`config.mk`:
```
export PLATFORM = sky130hd
export DESIGN_NAME = pmimb_top
export DESIGN_NICKNAME = d
export VERILOG_FILES = /design/src/hw/pmimb_pkg.sv /design/src/hw/pmimb_sync_if.sv /design/src/hw/pmimb_top.sv /design/src/hw/pmimb_sync.sv
export VERILOG_INCLUDE_DIRS = /design/src /design/src/hw
export SDC_FILE = /design/constraint.sdc
export NUM_CORES = 1
export LEC_CHECK = 0
export BUFFER_PORTS_ARGS = -buffer_cell sky130_fd_sc_hd__buf_2
export CORE_AREA = 2 2 79 112
export CTS_CLUSTER_SIZE = 24
export DETAILED_ROUTE_END_ITERATION = 8
export DIE_AREA = 0 0 81 114
export GPL_TIMING_DRIVEN = 0
export MAX_ROUTING_LAYER = met4
export PLACE_DENSITY = 0.65
export SLEW_MARGIN = 20
export SYNTH_ARGS = -nofsm -noshare
export SYNTH_HDL_FRONTEND = slang
export SYNTH_SLANG_ARGS = --single-unit
```
`constraint.sdc`:
```
create_clock -name CLK_I -period 8.3 [get_ports CLK_I]
set_input_delay 1.245 -clock CLK_I [delete_from_list [all_inputs] [get_ports CLK_I]]
set_output_delay 1.245 -clock CLK_I [all_outputs]
set_load 0.005 [all_outputs]
```
`src/hw/pmimb_defines.svh`:
```
`ifndef PMIMB_DEFINES_SVH
`define PMIMB_DEFINES_SVH

// ****************************************************************
// register offsets
// ****************************************************************
`define PMIMB_OFS_TOP_FLAG 8'h18
`define PMIMB_OFS_BUCK_FLAG 8'h19
`define PMIMB_OFS_TOP_STAT 8'h1D
`define PMIMB_OFS_BUCK_STAT 8'h1E
`define PMIMB_OFS_GLB_MASK 8'h20
`define PMIMB_OFS_RST_MASK 8'h21
`define PMIMB_OFS_BUCK_MASK 8'h22

// ****************************************************************
// reset values and writable bits
// ****************************************************************
`define PMIMB_RST_GLB_MASK 8'h90
`define PMIMB_RST_RST_MASK 8'h01
`define PMIMB_RST_BUCK_MASK 8'hCC
`define PMIMB_WR_BUCK_MASK 8'hDD
`define PMIMB_RST_ZERO 8'h00

// ****************************************************************
// field positions (mask, flag and status share positions, except the buck pg masks 7/6 and 3/2 and the reset mask bit 0 vs flag bit 1)
// ****************************************************************
`define PMIMB_B_PG 7
`define PMIMB_B_CLK 4
`define PMIMB_B_TW 2
`define PMIMB_B_MEAS 0
`define PMIMB_B_REGRST_FLG 1
`define PMIMB_B_REGRST 0
`define PMIMB_B_B1PGF 7
`define PMIMB_B_B1PGR 6
`define PMIMB_B_B1PG 6
`define PMIMB_B_B1IL 4
`define PMIMB_B_B0PGF 3
`define PMIMB_B_B0PGR 2
`define PMIMB_B_B0PG 2
`define PMIMB_B_B0IL 0

// ****************************************************************
// pin input indices
// ****************************************************************
`define PMIMB_PIN_N 7
`define PMIMB_P_PG 0
`define PMIMB_P_CLK 1
`define PMIMB_P_TW 2
`define PMIMB_P_B1PG 3
`define PMIMB_P_B1IL 4
`define PMIMB_P_B0PG 5
`define PMIMB_P_B0IL 6

`endif

```
`src/hw/pmimb_pkg.sv`:
```
`default_nettype none
`include "pmimb_defines.svh"

package pmimb_pkg;
    // ****************************************************************
    // state of the pin synchroniser
    // ****************************************************************
    typedef struct packed {
        logic [`PMIMB_PIN_N-1:0] s1;
        logic [`PMIMB_PIN_N-1:0] s2;
        logic [`PMIMB_PIN_N-1:0] s3;
        logic [`PMIMB_PIN_N-1:0] lvl;
        logic [`PMIMB_PIN_N-1:0] rise;
        logic [`PMIMB_PIN_N-1:0] fall;
    } pmimb_sync_st_t;

    // ****************************************************************
    // state of the mask bank
    // ****************************************************************
    typedef struct packed {
        logic [7:0] glb;
        logic [7:0] rst;
        logic [7:0] buck;
        logic [7:0] tflg;
        logic [7:0] bflg;
        logic [7:0] rdata;
        logic loaded;
        logic irq;
    } pmimb_state_t;
endpackage : pmimb_pkg

`default_nettype wire

```
`src/hw/pmimb_sync_if.sv`:
```
`timescale 1ns/100ps
`default_nettype none
`include "pmimb_defines.svh"

// filtered pin levels and their one-cycle edge pulses
interface pmimb_sync_if;
    logic [`PMIMB_PIN_N-1:0] lvl;
    logic [`PMIMB_PIN_N-1:0] rise;
    logic [`PMIMB_PIN_N-1:0] fall;
    modport src (output lvl, output rise, output fall);
    modport dst (input lvl, input rise, input fall);
endinterface : pmimb_sync_if

`default_nettype wire

```
`src/hw/pmimb_top.sv`:
```
// Function
// - global mask bit 7 gates power-good interrupt
// - power-good mask leaves power-good status alone
// - global mask bit 4 gates clock interrupt
// - global mask bit 2 gates thermal warning
// - thermal mask leaves thermal status alone
// - global mask bit 0 gates measurement-ready interrupt
// - global bits 6:5,3,1 reserved, writable, reset zero
// - reset mask bit 0 gates register-reset interrupt
// - reset mask bit loaded from OTP only
// - buck bit 7 masks second invalid detection
// - buck bit 6 masks second valid detection
// - buck bit 4 gates second current limit
// - buck bit 3 masks first invalid detection
// - buck bit 2 masks first valid detection
// - buck bit 0 gates first current limit
// - buck bits 5,1 read zero, ignore writes
// - buck masks leave raw statuses alone
// - raw pg is 1 when invalid
`timescale 1ns/100ps
`default_nettype none
`include "pmimb_defines.svh"

module pmimb_top (
    input wire logic CLK_I,
    input wire logic RESET_N_I,
    input wire logic PG_PIN_I,
    input wire logic CLK_INVALID_I,
    input wire logic THERMAL_WARN_I,
    input wire logic SECOND_BUCK_PG_INVALID_I,
    input wire logic SECOND_BUCK_LIMIT_I,
    input wire logic FIRST_BUCK_PG_INVALID_I,
    input wire logic FIRST_BUCK_LIMIT_I,
    input wire logic MEAS_READY_I,
    input wire logic REG_RESET_EVENT_I,
    input wire logic OTP_RESET_MASK_I,
    input wire logic [7:0] REG_ADDR_I,
    input wire logic [7:0] REG_WDATA_I,
    input wire logic REG_WR_I,
    input wire logic REG_RD_I,
    output logic [7:0] REG_RDATA_O,
    output logic INT_O
);
    // ****************************************************************
    // reset release
    // ****************************************************************
    logic [1:0] rsync_q;
    logic rst_n;

    // two flip-flops release the asynchronous reset synchronously
    always_ff @(posedge CLK_I or negedge RESET_N_I) begin
        if (!RESET_N_I) begin
            rsync_q <= 2'h0;
        end else begin
            rsync_q <= {rsync_q[0], 1'b1};
        end
    end
    assign rst_n = rsync_q[1];

    // ****************************************************************
    // pin synchronisers
    // ****************************************************************
    pmimb_sync_if sync_bus ();
    logic [`PMIMB_PIN_N-1:0] pins;

    // gather the asynchronous condition pins
    always_comb begin
        pins = '0;
        pins[`PMIMB_P_PG] = PG_PIN_I;
        pins[`PMIMB_P_CLK] = CLK_INVALID_I;
        pins[`PMIMB_P_TW] = THERMAL_WARN_I;
        pins[`PMIMB_P_B1PG] = SECOND_BUCK_PG_INVALID_I;
        pins[`PMIMB_P_B1IL] = SECOND_BUCK_LIMIT_I;
        pins[`PMIMB_P_B0PG] = FIRST_BUCK_PG_INVALID_I;
        pins[`PMIMB_P_B0IL] = FIRST_BUCK_LIMIT_I;
    end

    pmimb_sync u_sync (
        .clk_i(CLK_I),
        .rst_n_i(rst_n),
        .pin_i(pins),
        .sync_o(sync_bus.src)
    );

    // ****************************************************************
    // mask bank state
    // ****************************************************************
    pmimb_pkg::pmimb_state_t q;
    pmimb_pkg::pmimb_state_t d;
    logic [7:0] set_t;
    logic [7:0] set_b;
    logic [7:0] clr_t;
    logic [7:0] clr_b;
    logic [7:0] top_stat;
    logic [7:0] buck_stat;

    // live status views, never touched by the masks
    always_comb begin
        top_stat = 8'h00;
        top_stat[`PMIMB_B_PG] = sync_bus.lvl[`PMIMB_P_PG];
        top_stat[`PMIMB_B_CLK] = sync_bus.lvl[`PMIMB_P_CLK];
        top_stat[`PMIMB_B_TW] = sync_bus.lvl[`PMIMB_P_TW];
        buck_stat = 8'h00;
        buck_stat[`PMIMB_B_B1PG] = sync_bus.lvl[`PMIMB_P_B1PG];
        buck_stat[`PMIMB_B_B1IL] = sync_bus.lvl[`PMIMB_P_B1IL];
        buck_stat[`PMIMB_B_B0PG] = sync_bus.lvl[`PMIMB_P_B0PG];
        buck_stat[`PMIMB_B_B0IL] = sync_bus.lvl[`PMIMB_P_B0IL];
    end

    // event detection gated by the mask bits
    always_comb begin
        set_t = 8'h00;
        set_t[`PMIMB_B_PG] = (sync_bus.rise[`PMIMB_P_PG] | sync_bus.fall[`PMIMB_P_PG])
            & ~q.glb[`PMIMB_B_PG];
        set_t[`PMIMB_B_CLK] = sync_bus.rise[`PMIMB_P_CLK] & ~q.glb[`PMIMB_B_CLK];
        set_t[`PMIMB_B_TW] = sync_bus.rise[`PMIMB_P_TW] & ~q.glb[`PMIMB_B_TW];
        set_t[`PMIMB_B_MEAS] = MEAS_READY_I & ~q.glb[`PMIMB_B_MEAS];
        set_t[`PMIMB_B_REGRST_FLG] = REG_RESET_EVENT_I & ~q.rst[`PMIMB_B_REGRST];
        set_b = 8'h00;
        set_b[`PMIMB_B_B1PG] = (sync_bus.rise[`PMIMB_P_B1PG] & ~q.buck[`PMIMB_B_B1PGF])
            | (sync_bus.fall[`PMIMB_P_B1PG] & ~q.buck[`PMIMB_B_B1PGR]);
        set_b[`PMIMB_B_B1IL] = sync_bus.rise[`PMIMB_P_B1IL] & ~q.buck[`PMIMB_B_B1IL];
        set_b[`PMIMB_B_B0PG] = (sync_bus.rise[`PMIMB_P_B0PG] & ~q.buck[`PMIMB_B_B0PGF])
            | (sync_bus.fall[`PMIMB_P_B0PG] & ~q.buck[`PMIMB_B_B0PGR]);
        set_b[`PMIMB_B_B0IL] = sync_bus.rise[`PMIMB_P_B0IL] & ~q.buck[`PMIMB_B_B0IL];
    end

    // register writes, flag update and read capture
    always_comb begin
        d = q;
        clr_t = 8'h00;
        clr_b = 8'h00;
        if (REG_WR_I) begin
            case (REG_ADDR_I)
                `PMIMB_OFS_GLB_MASK: begin
                    d.glb = REG_WDATA_I;
                end
                `PMIMB_OFS_RST_MASK: begin
                    d.rst = {REG_WDATA_I[7:1], q.rst[`PMIMB_B_REGRST]};
                end
                `PMIMB_OFS_BUCK_MASK: begin
                    d.buck = REG_WDATA_I & `PMIMB_WR_BUCK_MASK;
                end
                `PMIMB_OFS_TOP_FLAG: begin
                    clr_t = REG_WDATA_I;
                end
                `PMIMB_OFS_BUCK_FLAG: begin
                    clr_b = REG_WDATA_I;
                end
                default: begin
                    d.glb = q.glb;
                end
            endcase
        end
        // first edge after release takes the stored mask value
        if (!q.loaded) begin
            d.rst[`PMIMB_B_REGRST] = OTP_RESET_MASK_I;
            d.loaded = 1'b1;
        end
        // a set in the clearing cycle wins over the clear
        d.tflg = (q.tflg & ~clr_t) | set_t;
        d.bflg = (q.bflg & ~clr_b) | set_b;
        d.irq = |{d.tflg, d.bflg};
        if (REG_RD_I) begin
            case (REG_ADDR_I)
                `PMIMB_OFS_GLB_MASK: d.rdata = q.glb;
                `PMIMB_OFS_RST_MASK: d.rdata = q.rst;
                `PMIMB_OFS_BUCK_MASK: d.rdata = q.buck;
                `PMIMB_OFS_TOP_FLAG: d.rdata = q.tflg;
                `PMIMB_OFS_BUCK_FLAG: d.rdata = q.bflg;
                `PMIMB_OFS_TOP_STAT: d.rdata = top_stat;
                `PMIMB_OFS_BUCK_STAT: d.rdata = buck_stat;
                default: d.rdata = 8'h00;
            endcase
        end
    end

    // state register with documented defaults
    always_ff @(posedge CLK_I or negedge rst_n) begin
        if (!rst_n) begin
            q.glb <= `PMIMB_RST_GLB_MASK;
            q.rst <= `PMIMB_RST_RST_MASK;
            q.buck <= `PMIMB_RST_BUCK_MASK;
            q.tflg <= `PMIMB_RST_ZERO;
            q.bflg <= `PMIMB_RST_ZERO;
            q.rdata <= `PMIMB_RST_ZERO;
            q.loaded <= 1'b0;
            q.irq <= 1'b0;
        end else begin
            q <= d;
        end
    end

    assign REG_RDATA_O = q.rdata;
    assign INT_O = q.irq;
endmodule : pmimb_top

`default_nettype wire

```
`src/hw/pmimb_sync.sv`:
```
`timescale 1ns/100ps
`default_nettype none
`include "pmimb_defines.svh"

module pmimb_sync (
    input wire logic clk_i,
    input wire logic rst_n_i,
    input wire logic [`PMIMB_PIN_N-1:0] pin_i,
    pmimb_sync_if.src sync_o
);
    pmimb_pkg::pmimb_sync_st_t q;
    pmimb_pkg::pmimb_sync_st_t d;
    logic [`PMIMB_PIN_N-1:0] agree;

    // ****************************************************************
    // three stages; a change counts once stages two and three agree
    // ****************************************************************
    always_comb begin
        d = q;
        d.s1 = pin_i;
        d.s2 = q.s1;
        d.s3 = q.s2;
        agree = ~(q.s2 ^ q.s3);
        d.lvl = (q.lvl & ~agree) | (q.s3 & agree);
        d.rise = d.lvl & ~q.lvl;
        d.fall = ~d.lvl & q.lvl;
    end

    // state register
    always_ff @(posedge clk_i or negedge rst_n_i) begin
        if (!rst_n_i) begin
            q <= '0;
        end else begin
            q <= d;
        end
    end

    // outputs come straight from the state
    assign sync_o.lvl = q.lvl;
    assign sync_o.rise = q.rise;
    assign sync_o.fall = q.fall;
endmodule : pmimb_sync

`default_nettype wire

```
==> impl_metrics.csv <==
group,metric,value,unit
worst_setup_path,cpMostUsedCell,"buf_2",
global_routing,met1_usage,24.6,%
sta,fin_ws,5.32,ns
floorplanning,die_y,114,microns
yosys,synth_area,3630,sq um
placement,placed_area,3980,sq um
worst_setup_path,critPathKind,"input port to flop",
clock_network,holdBufCountCts,0,
worst_setup_path,max_stage_delay,0.48,ns
yosys,syn_inst,298,
clock_network,clkTransAtPathRegs,0.06,ns
floorplanning,io_pins,39,
sta,slew_violations,0,
sta,clock.fmax,336,MHz
power,leakagePower,1.93,nW
placement,pre_cts_ws,5.01,ns
sta,rsz0062_at_grt,"false",
floorplanning,core,8310,sq um
route,drt_wl_total,8100,microns
layout,fin_area,4300,sq um
sta,tns,0,ns
yosys,ys.flop_type,"dfrtp_1",
worst_setup_path,cp.arrival,3.14,ns
placement,place_congestion,0.912,
clock_network,cts_tree,"yes",
route,vias_per_cell,5.52,
layout,regArea,2210,sq um
global_routing,grt_pass1_wl,12800,microns
worst_setup_path,path_delay_family,"simple AND/OR/NAND/NOR gates",
layout,final_common_cell,"dfrtp_1",
global_routing,grtUsageTotal,19.6,%
placement,dp_hpwl,5600,microns
worst_setup_path,crit_buf_inv,3,
run_status,status,"finished, final reports clean",
route,ant_nets,0,
worst_hold_path,worstHoldPathType,"flop to asynchronous set/reset pin",
yosys,synth_seq_area_share,60.9,%
yosys,synthTopCellsByArea,"dfrtp_1, dfstp_2, mux2_2",
yosys,async_flop_share,100,%
global_routing,met2_usage,29.4,%
worst_setup_path,critPathMaxFanout,10,
layout,layout_common_cells,"dfrtp_1, buf_2, nand2_1",
layout,syn_to_final_growth,18.5,%
route,drt_pass1_iterations,4,
yosys,yosysTopAreaCellShare,55.8,%
clock_network,cts_buffer_depth,2,
floorplanning,die-area,9230,sq um
route,avgRoutedWirePerCell,17.7,microns
yosys,synth_cell_types,55,
worst_setup_path,critPathSlowestCell,"o41ai_1",
worst_setup_path,worstSetupEndpointType,"flop",
floorplanning,rows,40,
yosys,synth_edf_count,0,
layout,nFillCells,750,
sta,relSlewSlack,50.9,%
worst_setup_path,crit_chain,"buf_2 > or2_1 > buf_2 > buf_6 > o41ai_1 > nand2_1 > nor4_1 > nand3_1",
yosys,synth_seq_cells,88,
route,num_vias,2524,
clock_network,clkLatencyLatePin,0.34,ns
floorplanning,start_util,43.7,%
clock_network,numCtsBuffers,9,
clock_network,cts_sinks,88,
floorplanning,die_w,81,microns
layout,drive_gt1_share,27.8,%
sta,final_hold_viol_count,0,
clock_network,post_cts_resized,0,
global_routing,grt_use_met3,4.43,%
route,drcViolationCount,0,
layout,finalNetCount,377,
sta,fin_crit,2.98,ns
clock_network,htree_num_levels,3,
clock_network,cts-root-buf,"clkbuf_16",
sta,worst_pin_slew,0.730,ns
route,drtIter0Drc,231,
clock_network,cts_setup_buffers,0,
sta,clock_skew,0.0115,ns
yosys,yosysWarnings,0,
global_routing,grt_antenna_before_repair,0,
global_routing,top_usage_layer,"met2",
worst_setup_path,cp-start-kind,"input port",
placement,place.port_buffers,36,
global_routing,grt_pass1_vias,2484,
layout,multiInputGateArea,1200,sq um
power,powerDensity,221,nW/um^2
sta,setup_violations,0,
sta,period_share,35.9,%
flow_run,max-cap-violations,0,
yosys,syn_avg_cell_area,12.2,sq um
global_routing,grt_max_degree,51,
worst_setup_path,required,8.47,ns
yosys,yosysTopAreaCell,"dfrtp_1",
global_routing,grt_overflow,0,
layout,diodes,0,
power,peakVddDrop,162,uV
sta,hold_ws,0.301,ns
==> where the power goes <==
group,internal (mW),total [mW],switching (mW)
logic,0.0218,0.0520,0.0302
clock network,0.272,0.434,0.162
registers,0.449,0.463,0.0149
==> sequential cells by signal (all words and copies together) (netlist names) <==
name / cells
q: 39
u_sync.sync_o.lvl: 7
u_sync.sync_o.rise: 7
REG_RDATA_O: 8
u_sync.q: 7
rsync_q: 2
INT_O: 1
u_sync.d: 14
u_sync.sync_o.fall: 3
==> cell families after synthesis <==
group,after synthesis,synth area share [%]
flops,88,60.9
compound gates,67,14.2
fa+ha+maj,5,1.38
buf+inv,41,6.03
other cells,1,0.103
simple gates,74,10.8
mux,22,6.62
==> per-layer routing <==
layer | vias to the layer above | wire [microns] | share of wire (%)
met4 | 0 | 176 | 2.2
li1 | 1179 | - | -
met5 | - | 0 | 0
met1 | 1255 | 3410 | 42
met3 | 10 | 409 | 5.0
met2 | 80 | 4100 | 51
==> worst paths after layout <==
path	from	to	slack [ns]	cells past startpoint
worst max register to register	q[29]	INT_O	6.73	3
worst min-delay path	rsync_q[1]	u_sync.d[21]	0.30	0
worst min register to register	rsync_q[1]	u_sync.d[21]	0.30	0
worst max-delay path	REG_ADDR_I[7]	INT_O	5.32	8
max in group asynchronous	rsync_q[1]	q[29]	7.34	1
min in group CLK_I	u_sync.d[30]	u_sync.d[23]	0.35	0
==> Yosys cell counts, drive strengths merged, types with 3 or more instances <==
cell	instances
inv	18
a221oi	4
nand3	5
or3b	3
o41ai	12
buf	17
maj3	5
a21oi	3
nor4	5
dfrtp	81
a22o	5
o2bb2ai	7
clkbuf	5
a22oi	3
nor2	14
mux2i	6
nand2	26
nor3	5
mux2	16
o21ai	17
nor3b	4
dfstp	7
==> metrics by stage <==
step	total power [mW]	util, %	std cells
2_1_floorplan	0.499	-	299
3_3_place_gp	0.519	47.5	440
3_5_place_dp	0.524	47.9	441
4_1_cts	0.959	51.8	457
5_1_grt	0.988	51.8	457
6_report	0.950	51.8	457
==> final cells by class <==
cell class | instances | area share [%]
clock inverters | 5 | 1.89
plain buffers | 22 | 3.43
flip-flops and latches | 88 | 51.5
inverters | 19 | 1.66
well taps | 105 | 3.05
multi-input cells | 170 | 28.0
repair buffers | 37 | 4.83
clock buffers | 11 | 5.64
Power figures use the tool's default switching activity.
